[src/rtl/icsv_map.svh]
// register offsets, field positions and reset values of the control block
`ifndef ICSV_MAP_SVH
`define ICSV_MAP_SVH
// register indices; byte address is four times the index
`define ICSV_IDX_CTRL   8'h16
`define ICSV_IDX_STAT   8'h17
`define ICSV_IDX_MASK   8'h18
// control register fields
`define ICSV_B_INT      15
`define ICSV_B_THR_HI   14
`define ICSV_B_THR_LO   13
`define ICSV_B_VEC_HI   12
`define ICSV_B_VEC_LO   6
`define ICSV_B_DIS      5
`define ICSV_RSV_ONES   3'h7
`define ICSV_RSV_ZEROS  2'h0
`define ICSV_RST_DIS    1'h0
`define ICSV_RST_THR    2'h0
`define ICSV_RST_VEC    7'h00
// event bits in status and mask
`define ICSV_EV_TAKEN   0
`define ICSV_EV_BLOCK   1
`define ICSV_EV_W       2
`define ICSV_RST_MASK   2'h0
// release hold: reset vector stays until the second edge after release
`define ICSV_HOLD_EDGES 1'h1
`endif

[src/rtl/icsv_pkg.sv]
// types shared by the interrupt control and status block
package icsv_pkg;
	// request offered by the priority logic
	typedef struct packed {
		logic        valid;  // a request is waiting
		logic        lowest_priority_sw_request;  // lowest priority software request
		logic [1:0]  level;  // priority level 0..3
		logic [20:0] addr;   // table vector or fast jump address
	} icsv_req_t;
	// presenter states, one-hot
	typedef enum logic [1:0] {
		ST_IDLE    = 2'h1,
		ST_PRESENT = 2'h2
	} icsv_st_t;
endpackage : icsv_pkg

[src/rtl/icsv_ctrl.sv]
// interrupt control/status register, core request presenter, reset vector
`include "icsv_map.svh"
`timescale 1ns/1ps
`default_nettype none

module icsv_ctrl #(
	parameter logic [20:0] RESET_VEC = 21'h000000  // reset vector address
) (
	input  wire logic                 clk,
	input  wire logic                 reset,
	input  wire logic                 ce,
	// apb slave
	input  wire logic                 psel,
	input  wire logic                 penable,
	input  wire logic                 pwrite,
	input  wire logic [11:0]          paddr,
	input  wire logic [31:0]          pwdata,
	output logic                      pready,
	output logic [31:0]               prdata,
	output logic                      pslverr,
	// request from priority logic
	input  wire icsv_pkg::icsv_req_t  req,
	// core side
	input  wire logic                 core_ack,
	output logic                      core_irq,
	output logic [1:0]                core_level,
	output logic [20:0]               vector_address_bus,
	// event interrupt
	output logic                      irq
);

	////////////////////////////////////////////////////////////////////////
	// state
	icsv_pkg::icsv_st_t  st_q;           // presenter state
	icsv_pkg::icsv_st_t  st_d;
	logic                hold_q;         // reset vector still forced
	logic                hold_d;
	logic                dis_q;          // global_irq_disable
	logic                dis_d;
	logic [1:0]          thr_q;          // nest_priority_threshold
	logic [1:0]          thr_d;
	logic [6:0]          vec_q;          // vector number field
	logic [6:0]          vec_d;
	logic [20:0]         vab_q;          // vector_address_bus drive
	logic [20:0]         vab_d;
	logic [1:0]          lvl_q;          // level being presented
	logic [1:0]          lvl_d;
	logic [1:0]          lvl_thr_q;      // threshold code of presented request
	logic [1:0]          lvl_thr_d;
	logic [`ICSV_EV_W-1:0] stat_q;       // sticky events
	logic [`ICSV_EV_W-1:0] stat_d;
	logic [`ICSV_EV_W-1:0] mask_q;       // event mask
	logic [`ICSV_EV_W-1:0] mask_d;
	logic                irq_q;
	logic                irq_d;
	logic                rdy_q;          // apb answer
	logic                rdy_d;
	logic [31:0]         rd_q;
	logic [31:0]         rd_d;
	logic                err_q;
	logic                err_d;

	////////////////////////////////////////////////////////////////////////
	// decode helpers
	logic                acc;            // access phase, answer not yet given
	logic                done;           // transfer completes this edge
	logic                hit_ctrl;
	logic                hit_stat;
	logic                hit_mask;
	logic                mapped;
	logic                admit;          // request may be presented
	logic [1:0]          new_thr;        // threshold code after entry
	logic [15:0]         ctrl_rd;        // control register read image
	logic [`ICSV_EV_W-1:0] ev;          // events this cycle

	// decode: byte address is four times the register index, upper bits zero
	always_comb begin
		acc      = psel & penable & ~rdy_q;
		done     = psel & penable & rdy_q;
		hit_ctrl = (paddr == {2'h0, `ICSV_IDX_CTRL, 2'h0});
		hit_stat = (paddr == {2'h0, `ICSV_IDX_STAT, 2'h0});
		hit_mask = (paddr == {2'h0, `ICSV_IDX_MASK, 2'h0});
		mapped   = hit_ctrl | hit_stat | hit_mask;
	end

	// admission: level at or above threshold, nothing while disabled;
	// the lowest_priority_sw_request flag does not change admission; its entry leaves threshold code 0
	always_comb begin
		admit = req.valid & ~dis_q & ~hold_q
			& (req.level >= thr_q);
		// threshold code that a new service routine leaves behind
		if (req.lowest_priority_sw_request) begin
			new_thr = 2'h0;
		end else if (req.level == 2'h3) begin
			new_thr = 2'h3;
		end else begin
			new_thr = req.level + 2'h1;
		end
	end

	// read image of the control register
	always_comb begin
		ctrl_rd = {core_irq,
			thr_q,
			vec_q,
			dis_q,
			`ICSV_RSV_ONES,
			`ICSV_RSV_ZEROS};
	end

	////////////////////////////////////////////////////////////////////////
	// presenter: offers admitted request to the core until it enters the
	// routine or disable withdraws it; threshold and vector are caught only at that entry
	always_comb begin
		st_d      = st_q;
		hold_d    = 1'h0;
		thr_d     = thr_q;
		vec_d     = vec_q;
		vab_d     = vab_q;
		lvl_d     = lvl_q;
		lvl_thr_d = lvl_thr_q;
		case (st_q)
			// waiting for an admissible request
			icsv_pkg::ST_IDLE: begin
				if (admit) begin
					st_d      = icsv_pkg::ST_PRESENT;
					vab_d     = req.addr;
					lvl_d     = req.level;
					lvl_thr_d = new_thr;
				end
			end
			// request on the core pins
			icsv_pkg::ST_PRESENT: begin
				if (core_ack) begin
					st_d  = icsv_pkg::ST_IDLE;
					thr_d = lvl_thr_q;
					vec_d = vab_q[7:1];
				end else if (dis_q) begin
					// disable withdraws a pending offer
					st_d = icsv_pkg::ST_IDLE;
				end
			end
			default: begin
				st_d = icsv_pkg::ST_IDLE;
			end
		endcase
	end

	// presenter registers; reset forces the reset vector
	always_ff @(posedge clk) begin
		if (reset) begin
			st_q      <= icsv_pkg::ST_IDLE;
			hold_q    <= `ICSV_HOLD_EDGES;
			thr_q     <= `ICSV_RST_THR;
			vec_q     <= `ICSV_RST_VEC;
			vab_q     <= RESET_VEC;
			lvl_q     <= 2'h0;
			lvl_thr_q <= 2'h0;
		end else if (ce) begin
			st_q      <= st_d;
			hold_q    <= hold_d;
			thr_q     <= thr_d;
			vec_q     <= vec_d;
			vab_q     <= vab_d;
			lvl_q     <= lvl_d;
			lvl_thr_q <= lvl_thr_d;
		end
	end

	////////////////////////////////////////////////////////////////////////
	// software registers and apb answer
	// events: a request entered service, a request refused by disable
	always_comb begin
		ev = '0;
		ev[`ICSV_EV_TAKEN] = (st_q == icsv_pkg::ST_PRESENT) & core_ack;
		ev[`ICSV_EV_BLOCK] = req.valid & dis_q;
	end

	// one wait state: the answer is registered, so pready rises in the
	// second access cycle; writes and read-clears act when it completes
	always_comb begin
		dis_d  = dis_q;
		mask_d = mask_q;
		stat_d = stat_q;
		rdy_d  = acc;
		rd_d   = rd_q;
		err_d  = acc & ~mapped;
		if (acc) begin
			if (pwrite | ~mapped) begin
				rd_d = 32'h0;
			end else if (hit_ctrl) begin
				rd_d = {16'h0, ctrl_rd};
			end else if (hit_stat) begin
				rd_d = {30'h0, stat_q};
			end else begin
				rd_d = {30'h0, mask_q};
			end
		end
		if (done & pwrite & hit_ctrl) begin
			// only the disable bit takes the written value
			dis_d = pwrite & pwdata[`ICSV_B_DIS];
		end
		if (done & pwrite & hit_mask) begin
			mask_d = pwdata[`ICSV_EV_W-1:0];
		end
		if (done & ~pwrite & hit_stat) begin
			stat_d = '0;
		end
		// set wins over a clear in the same cycle
		stat_d = stat_d | ev;
		irq_d  = |(stat_d & mask_d);
	end

	// register file flops
	always_ff @(posedge clk) begin
		if (reset) begin
			dis_q  <= `ICSV_RST_DIS;
			mask_q <= `ICSV_RST_MASK;
			stat_q <= '0;
			irq_q  <= 1'h0;
			rdy_q  <= 1'h0;
			rd_q   <= 32'h0;
			err_q  <= 1'h0;
		end else if (ce) begin
			dis_q  <= dis_d;
			mask_q <= mask_d;
			stat_q <= stat_d;
			irq_q  <= irq_d;
			rdy_q  <= rdy_d;
			rd_q   <= rd_d;
			err_q  <= err_d;
		end
	end

	////////////////////////////////////////////////////////////////////////
	// outputs, all from flops
	always_comb begin
		core_irq           = (st_q == icsv_pkg::ST_PRESENT);
		core_level         = lvl_q;
		vector_address_bus = vab_q;
		pready             = rdy_q;
		prdata             = rd_q;
		pslverr            = err_q;
		irq                = irq_q;
	end

endmodule : icsv_ctrl
`default_nettype wire

[config.mk]
export PLATFORM = sky130hd
export DESIGN_NAME = icsv_ctrl
export DESIGN_NICKNAME = d
export VERILOG_FILES = /design/src/rtl/icsv_pkg.sv /design/src/rtl/icsv_ctrl.sv
export VERILOG_INCLUDE_DIRS = /design/src /design/src/rtl
export SDC_FILE = /design/constraint.sdc
export NUM_CORES = 1
export LEC_CHECK = 0
export ABC_CLOCK_PERIOD_IN_PS = 1700
export BUFFER_PORTS_ARGS = -buffer_cell sky130_fd_sc_hd__buf_4
export CAP_MARGIN = 20
export CORE_ASPECT_RATIO = 0.5
export CORE_UTILIZATION = 40
export DETAILED_ROUTE_END_ITERATION = 8
export GPL_TIMING_DRIVEN = 0
export PLACE_DENSITY = 0.76
export SKIP_CTS_REPAIR_TIMING = 1
export SLEW_MARGIN = 25
export SYNTH_ARGS = -nofsm -noshare
export SYNTH_HDL_FRONTEND = slang
export SYNTH_SLANG_ARGS = --single-unit
[constraint.sdc]
create_clock -name clk -period 1.7 [get_ports clk]
set_clock_uncertainty 0.15 [all_clocks]
set_input_delay 0.17 -clock clk [delete_from_list [all_inputs] [get_ports clk]]
set_output_delay 0.17 -clock clk [all_outputs]
set_load 0.02 [all_outputs]
==> flow_metrics.tcl, run 1 <==
set metrics [dict create \
    hold-path-cell-count 3 \
    setup_viol 27 \
    cts_tree "yes" \
    arrival_ns 1.91 \
    clock.fmax_ghz 0.5350 \
    synth_edf_count 0 \
    synth_flop_cell "dfxtp_1" \
    synth.most_common_cell "dfxtp_1" \
    synth_common_cells "dfxtp_1, nor2_1, mux2i_1, buf_4, nand2_1" \
    slew_headroom 0.6137 \
    drtIter0Drc 123 \
    report.final.slew_viol_count 0 \
    finalHoldViolations 2 \
    synthArstFlopShare 0 \
    wl_per_cell_um 14.22 \
    worstPathRequired_ns 1.74 \
    vias 2418 \
    rsz0062_at_grt "yes" \
    synth_top_area_share 0.4694 \
    start_kind "flop" \
    syn_to_final_growth_pct 60.32 \
    min_to "vector_address_bus[2]" \
    vdd_ir_drop_max_mv 0.5052 \
    cts_root_buffer "clkbuf_16" \
    htreeDepth 3 \
    cp-end-kind "flop" \
    die_y_um 58.08 \
    viasPerCell 4.846 \
    r2r_end "vector_address_bus[12]" \
    syn_avg_cell_area_um2 9.459 \
    min_from "req[2]" \
    post-route-util 0.6983 \
    numCtsBuffers 9 \
    netlist_area_mm2 0.002516 \
    drive_gt1_frac 0.3831 \
    finalInstanceArea_mm2 0.004034 \
    rr_worst_depth 8 \
    routed_wl_um 7096 \
    grt_start_max_net_pins 11 \
    drtAntennaViolNets 0 \
    pwr_density_cell_mw_per_mm2 867.2 \
    place_ws_ns -0.2310 \
    cts.clk_slew.worst_paths_ns 0.05 \
    crit_path_max_fanout 6 \
    clk_latency_ns 0.33 \
    nets 489 \
    multiInputGateArea_mm2 0.001205 \
    r2r-start "thr_q[0]" \
    ys_seq_elements 59 \
    grt_pass1_wl_um 9949 \
    clock_sinks 59 \
    grtUsageTotal 0.1983 \
    n_antenna_cell 0 \
    rows 19 \
    stdcell_count 499 \
    p_total_mw 3.498 \
    dp.cells 452 \
    io_pins 135 \
    start_util 0.4356 \
    violations "hold timing, setup timing" \
    worst_hold_slack_ns -0.04740 \
    dpl_cell_area_mm2 0.003347 \
    grt-ovfl-total 0 \
    syn_inst 266 \
    leakage_nw 1.762 \
    fin_ws_ns -0.1692 \
    hp-class "primary input to flop" \
    die_x_um 114.2 \
    antenna_found_initial 0 \
    synth_cell_types 42 \
    dp_hpwl_um 4766 \
    first_global_vias 2167 \
    crit_type "flop to flop" \
    gp_congestion 0.7748 \
    fill_cells 441 \
    worst-r2r-setup-slack_ns -0.17 \
    worst_pin_slew_ns 0.5794 \
    seq_area_mm2 0.001185 \
    drc_errors 0 \
    drt_first_pass_iters 5 \
    portBuffers 87 \
    die_area_mm2 0.006631 \
    cts_buffer_depth 2 \
    ys_seq_area_frac 0.4694 \
    cap_viol_max_count 0 \
    period_needed_ns 1.869 \
    status "finished, violations left" \
    yosys_warnings 0 \
    yosys.area.top_type "dfxtp_1" \
    synth_area_leaders "dfxtp_1, mux2i_1, nor2_1, buf_4, a22oi_1" \
    core-area_mm2 0.005777 \
    finalCritPeriodShare 1.100 \
]
-- logic make-up (layout without fill, tap and decap cells) --
family,count (synthesis),in the layout,share of synthesized area
simple gates,97,97,0.1989
flops,59,59,0.4694
compound gates,39,39,0.09896
buf+inv,38,172,0.1009
mux,30,30,0.1203
fa+ha+maj,2,2,0.009944
other cells,1,16,0.001490
-- how the worst max path moves through the flow --
stage | cells past startpoint | to | from
floorplan | 8 | vector_address_bus[16] | thr_q[0]
global placement | 10 | vector_address_bus[18] | req[21]
detailed placement | 7 | prdata[8] | paddr[1]
CTS | 5 | prdata[9] | pready
global route | 8 | vector_address_bus[10] | thr_q[0]
finish | 8 | vector_address_bus[12] | thr_q[0]
-- flip-flops by register name, indices dropped and copies added (netlist names), 2 cells and up --
register,count
mask_q,2
core_level,2
prdata,14
vec_q,7
vector_address_bus,21
thr_q,2
st_q,2
lvl_thr_q,2
stat_q,2
-- through the flow --
stage          hold WS [ns]  TNS [ns]
2_1_floorplan        0.1672   -0.5253
3_3_place_gp         0.2545    -5.058
3_5_place_dp         0.2668    -6.760
4_1_cts            -0.06927    -6.773
5_1_grt            0.005243    -5.176
6_report           -0.04740    -3.496
-- layer usage --
layer,GRT usage,vias to the layer above,routed length (um)
met5,0,-,0
met4,0.09276,0,61
met3,0.05858,6,497
met2,0.3558,89,3689
met1,0.2211,1154,2847
li1,-,1169,-
-- layout make-up --
class / count / area share
plain buffers: 32 / 0.06483
clock inverters: 2 / 0.002481
flip-flops and latches: 59 / 0.2937
multi-input cells: 184 / 0.2987
clock buffers: 13 / 0.06700
well taps: 84 / 0.02605
inverters: 5 / 0.004653
repair buffers: 120 / 0.2426
-- power by group --
group	leakage, nW	internal, mW	switching (mW)
sequential	0.479	1.41	0.0160
clock	0.141	1.09	0.581
combinational	1.14	0.216	0.188
-- layout by cell type (no fill, tap or decap), types with 2 or more instances in the layout --
master and n:
buf_12 2, nor3_1 3, inv_1 4, nor4_4 2, clkbuf_8 5, dfxtp_1 56, and4b_1 2, clkbuf_16 10
mux2_2 2, nor4_1 2, conb_1 16, buf_4 114, clkbuf_2 2, a21oi_1 16, dfxtp_2 3, clkbuf_1 6
buf_6 2, clkinv_2 2, nand2_1 22, nand3_1 3, nor2_1 48, dlygate4sd3_1 24, a21oi_2 2, a22oi_1 14
mux2i_2 2, mux2i_1 26
-- worst max-delay path: stages (launching register included) --
cell and delay (ns):
dfxtp_2 0.33, ha_4 0.26, nand2b_4 0.11, a21oi_2 0.06, nor4_1 0.17, buf_4 0.24
clkbuf_16 0.17, mux2i_1 0.19, nor2_1 0.06
(Power assumes the default switching activity.)
==> run 2: changes to the inputs <==
--- a/config.mk
+++ b/config.mk
@@ -10,6 +10,7 @@
 export BUFFER_PORTS_ARGS = -buffer_cell sky130_fd_sc_hd__buf_4
 export CAP_MARGIN = 20
 export CORE_ASPECT_RATIO = 0.5
+export CORE_MARGIN = 2
 export CORE_UTILIZATION = 40
 export DETAILED_ROUTE_END_ITERATION = 8
 export GPL_TIMING_DRIVEN = 0
==> run 2 against run 1 <==
  * The flow still finishes with violations (hold timing, setup timing)
  * Global-route usage decreased by 1.4 points
  * Register-to-register slack got worse by 0.04 ns
  * Routed wire length increased by 4.5%
  * Highest routed layer unchanged
==> flow_metrics.tcl, run 2 (synthesis gave the netlist of run 1 again) <==
set metrics [dict create \
    status "finished, violations left" \
    violations "hold timing, setup timing" \
    portBuffers 87 \
    path_cells "ha_4 -> nand2b_4 -> a21oi_2 -> nor4_2 -> buf_4 -> buf_12 -> mux2i_1 -> nor2_1" \
    cts_buffer_depth 2 \
    drc_errors 0 \
    wl_per_cell_um 14.74 \
    rows 20 \
    cp-end-kind "flop" \
    vias 2458 \
    drive_gt1_frac 0.3952 \
    start_kind "flop" \
    p_total_mw 3.775 \
    gp_congestion 0.7885 \
    start_util 0.4138 \
    setup_viol 34 \
    pwr-share-comb 0.106 \
    first_global_vias 2193 \
    finalCritPeriodShare 1.121 \
    p_sw_frac 0.2126 \
    numCtsBuffers 9 \
    layout_commonest_cell "buf_4" \
    max_stage_delay_ns 0.36 \
    multiInputGateArea_mm2 0.001226 \
    antenna_found_initial 0 \
    worst_pin_slew_ns 0.5360 \
    core-area_mm2 0.006081 \
    dpl_cell_area_mm2 0.003352 \
    report.final.slew_viol_count 0 \
    grt_start_max_net_pins 11 \
    clock.fmax_ghz 0.5245 \
    pwr_density_cell_mw_per_mm2 915.9 \
    period_needed_ns 1.906 \
    drt_first_pass_iters 4 \
    die_x_um 116.2 \
    grt-ovfl-total 0 \
    clk_latency_ns 0.32 \
    vdd_ir_drop_max_mv 0.4950 \
    place_ws_ns -0.2388 \
    io_pins 135 \
    die_area_mm2 0.006979 \
    seq_area_mm2 0.001190 \
    leakage_nw 1.779 \
    p_seq_frac 0.376 \
    drtAntennaViolNets 0 \
    rsz0062_at_grt "yes" \
    cts.clk_slew.worst_paths_ns 0.05 \
    crit_path_max_fanout 10 \
    n_antenna_cell 0 \
    viasPerCell 4.887 \
    cp_slowest_cell "dfxtp_4" \
    p_clk_frac 0.517 \
    rr_worst_depth 8 \
    slew_headroom 0.6427 \
    largest_register_ffs 21 \
    fill_cells 456 \
    grt_pass1_wl_um 9666 \
    grtUsageTotal 0.1842 \
    htreeDepth 3 \
    die_y_um 60.08 \
    finalInstanceArea_mm2 0.004121 \
    crit_type "flop to flop" \
    setup_tns_ns -3.875 \
    hp-class "primary input to flop" \
    switching_power_mw 0.8025 \
    clock_sinks 59 \
    dp_hpwl_um 4662 \
    drtIter0Drc 76 \
    cts_root_buffer "clkbuf_16" \
    cts_tree "yes" \
    routed_wl_um 7415 \
    finalHoldViolations 1 \
    worst_hold_slack_ns -0.02261 \
    internal_power_mw 2.972 \
    nets 488 \
    hold-path-cell-count 3 \
    post-route-util 0.6778 \
    arrival_ns 1.95 \
    fin_ws_ns -0.2064 \
    layout_common_cells "buf_4, dfxtp_1, nor2_1" \
    worstPathRequired_ns 1.74 \
    syn_to_final_growth_pct 63.80 \
    cap_viol_max_count 0 \
]
==> run 2: metal layers <==
layer / GRT usage / routed length, um / up-vias
li1: - / - / 1180
met1: 0.2035 / 2986 / 1177
met2: 0.3300 / 3902 / 93
met3: 0.06694 / 466 / 8
met4: 0.07313 / 59 / 0
met5: 0 / 0 / -
==> run 2: power groups by stage <==
stage / clock [mW] / sequential, mW / combinational, mW
6_report: 1.95 / 1.42 / 0.401
5_1_grt: 2.05 / 1.42 / 0.428
4_1_cts: 1.97 / 1.42 / 0.329
3_5_place_dp: 0 / 1.45 / 0.327
3_3_place_gp: 0 / 1.45 / 0.321
2_1_floorplan: 0 / 1.47 / 0.166
==> run 2: final timing paths <==
kind | start | end | slack [ns]
worst max-delay path | thr_q[0] | vector_address_bus[2] | -0.21
worst min-delay path | req[22] | core_level[1] | -0.02
worst max register to register | thr_q[0] | vector_address_bus[2] | -0.21
worst min register to register | pslverr | pslverr | 0.31
==> run 2: cell type report <==
type / count / area share
inverter: 5 / 0.004554
tap: 88 / 0.02672
buffer: 32 / 0.06345
clock inverter: 5 / 0.01821
multi-input combinational: 184 / 0.2975
clock buffer: 11 / 0.06132
sequential: 59 / 0.2887
timing repair buffer: 119 / 0.2395
==> run 2: per-stage QoR <==
| step | instances | hold WS (ns) |
|---|---|---|
| global route | 503 | 0.01463 |
| floorplan | 281 | 0.1672 |
| global placement | 456 | 0.2539 |
| finish | 503 | -0.02261 |
| CTS | 472 | -0.06566 |
| detailed placement | 456 | 0.2669 |
==> run 2: critical path, delay by kind of cell, from the launching register on <==
family                     cells  cell delay, ns
muxes                          1            0.23
DFF                            1            0.36
buffers and inverters          2            0.39
and+or+nand+nor                3            0.33
adders and majority gates      1            0.26
AOI/OAI and AO/OA              1            0.07
==> run 3: changes to the inputs <==
--- a/config.mk
+++ b/config.mk
@@ -15,6 +15,7 @@
 export DETAILED_ROUTE_END_ITERATION = 8
 export GPL_TIMING_DRIVEN = 0
 export PLACE_DENSITY = 0.76
+export SETUP_SLACK_MARGIN = 0.05
 export SKIP_CTS_REPAIR_TIMING = 1
 export SLEW_MARGIN = 25
 export SYNTH_ARGS = -nofsm -noshare
==> run 3 against run 2 <==
  * The flow still finishes with violations (hold timing, setup timing)
  * Sequential power about the same
  * Cell area decreased by 0.76%
  * Total power shrank 6.1%
  * Critical path depth unchanged
  * Sequential cell count unchanged
  * Largest power group unchanged
==> flow_metrics.tcl, run 3 (synthesis gave the netlist of run 1 again) <==
set metrics [dict create \
    fill_cells 462 \
    die_area_mm2 0.006979 \
    hp-class "primary input to flop" \
    layout_common_cells "buf_4, dfxtp_1, nor2_1" \
    grt_start_max_net_pins 11 \
    numCtsBuffers 9 \
    min_from "pwdata[1]" \
    clock_sinks 59 \
    rows 20 \
    drive_gt1_frac 0.3833 \
    period_needed_ns 1.851 \
    start_kind "flop" \
    core-area_mm2 0.006081 \
    io_pins 135 \
    layout_commonest_cell "buf_4" \
    internal_power_mw 2.767 \
    gp_congestion 0.8057 \
    clk_latency_ns 0.32 \
    multiInputGateArea_mm2 0.001206 \
    startpoint "thr_q[0]" \
    worstPathRequired_ns 1.73 \
    die_x_um 116.2 \
    status "finished, violations left" \
    slew_headroom 0.5993 \
    start_util 0.4138 \
    r2r-start "thr_q[0]" \
    rsz0062_at_grt "yes" \
    cp-end-kind "flop" \
    finalCritPeriodShare 1.089 \
    portBuffers 87 \
    syn_to_final_growth_pct 62.56 \
    grt_pass1_wl_um 9715 \
    cts_tree "yes" \
    die_y_um 60.08 \
    drtAntennaViolNets 0 \
    drc_errors 0 \
    crit_path_max_fanout 9 \
    grtUsageTotal 0.1852 \
    stdcell_count 508 \
    report.final.slew_viol_count 0 \
    violations "hold timing, setup timing" \
    n_antenna_cell 0 \
    switching_power_mw 0.7782 \
    nets 493 \
    clock.fmax_ghz 0.5403 \
    grt-ovfl-total 0 \
    cts_root_buffer "clkbuf_16" \
    seq_area_mm2 0.001187 \
    cts.clk_slew.worst_paths_ns 0.05 \
    cap_viol_max_count 0 \
    largest_register_ffs 21 \
    p_sw_frac 0.2195 \
    viasPerCell 4.776 \
    worst_pin_slew_ns 0.6011 \
    setup_viol 27 \
    finalHoldViolations 1 \
    antenna_found_initial 0 \
    cts_buffer_depth 2 \
    leakage_nw 1.785 \
    pwr_density_cell_mw_per_mm2 866.8 \
    vias 2426 \
    first_global_vias 2088 \
    drt_first_pass_iters 4 \
    routed_wl_um 7145 \
    pwr-share-comb 0.114 \
    p_clk_frac 0.485 \
    htreeDepth 3 \
    p_seq_frac 0.401 \
    dp.cells 456 \
    wl_per_cell_um 14.06 \
    worst_hold_slack_ns -0.02575 \
    arrival_ns 1.88 \
    drtIter0Drc 112 \
    vdd_ir_drop_max_mv 0.5353 \
    crit_type "flop to flop" \
    fin_ws_ns -0.1507 \
    dp_hpwl_um 4563 \
]
run 3: final timing paths:
| kind | to | slack [ns] | depth (start not counted) |
|---|---|---|---|
| max | vector_address_bus[1] | -0.15 | 8 |
| min | mask_q[1] | -0.03 | 3 |
| max reg2reg | vector_address_bus[1] | -0.15 | 8 |
| min reg2reg | thr_q[1] | 0.30 | 2 |
run 3: stage by stage:
stage | setup TNS [ns] | worst slack, ns | area (um^2) | utilization | power [mW]
finish | -3.321 | -0.1507 | 4090 | 0.6726 | 3.545
global route | -6.007 | -0.2531 | 4090 | 0.6726 | 3.681
CTS | -6.876 | -0.2681 | 3646 | 0.5996 | 3.490
detailed placement | -6.240 | -0.2441 | 3353 | 0.5514 | 1.777
global placement | -5.094 | -0.1891 | 3353 | 0.5514 | 1.770
floorplan | -0.5253 | -0.03253 | 2590 | - | 1.633
run 3: final cells by class:
cell class,instances,share of cell area
multi-input cells,184,0.2949
well taps,88,0.02692
clock buffers,15,0.07036
inverters,5,0.004589
repair buffers,124,0.2481
flip-flops and latches,59,0.2903
plain buffers,32,0.06363
clock inverters,1,0.001224
run 3: worst max-delay path, cell delays in order (launching register included):
cell and delay (ns):
dfxtp_2 0.33, ha_4 0.25, nand2b_4 0.11, a21oi_2 0.05, nor4_2 0.15, buf_4 0.25, buf_12 0.16, mux2i_1 0.19
nor2_1 0.06
run 3: power groups by stage:
| stage | registers, mW | clock network [mW] | logic (mW) |
|---|---|---|---|
| after floorplan | 1.47 | 0 | 0.166 |
| after global placement | 1.45 | 0 | 0.321 |
| after detailed placement | 1.45 | 0 | 0.327 |
| after CTS | 1.42 | 1.74 | 0.329 |
| after global routing | 1.42 | 1.82 | 0.435 |
| final | 1.42 | 1.72 | 0.405 |
run 3: metal layers:
| metal | GRT usage | up-vias | part of all wire |
|---|---|---|---|
| met2 | 0.3200 | 88 | 0.51 |
| met1 | 0.2161 | 1138 | 0.42 |
| met3 | 0.06998 | 13 | 0.059 |
| met5 | 0 | - | 0 |
| met4 | 0.06122 | 0 | 0.011 |
| li1 | - | 1187 | - |
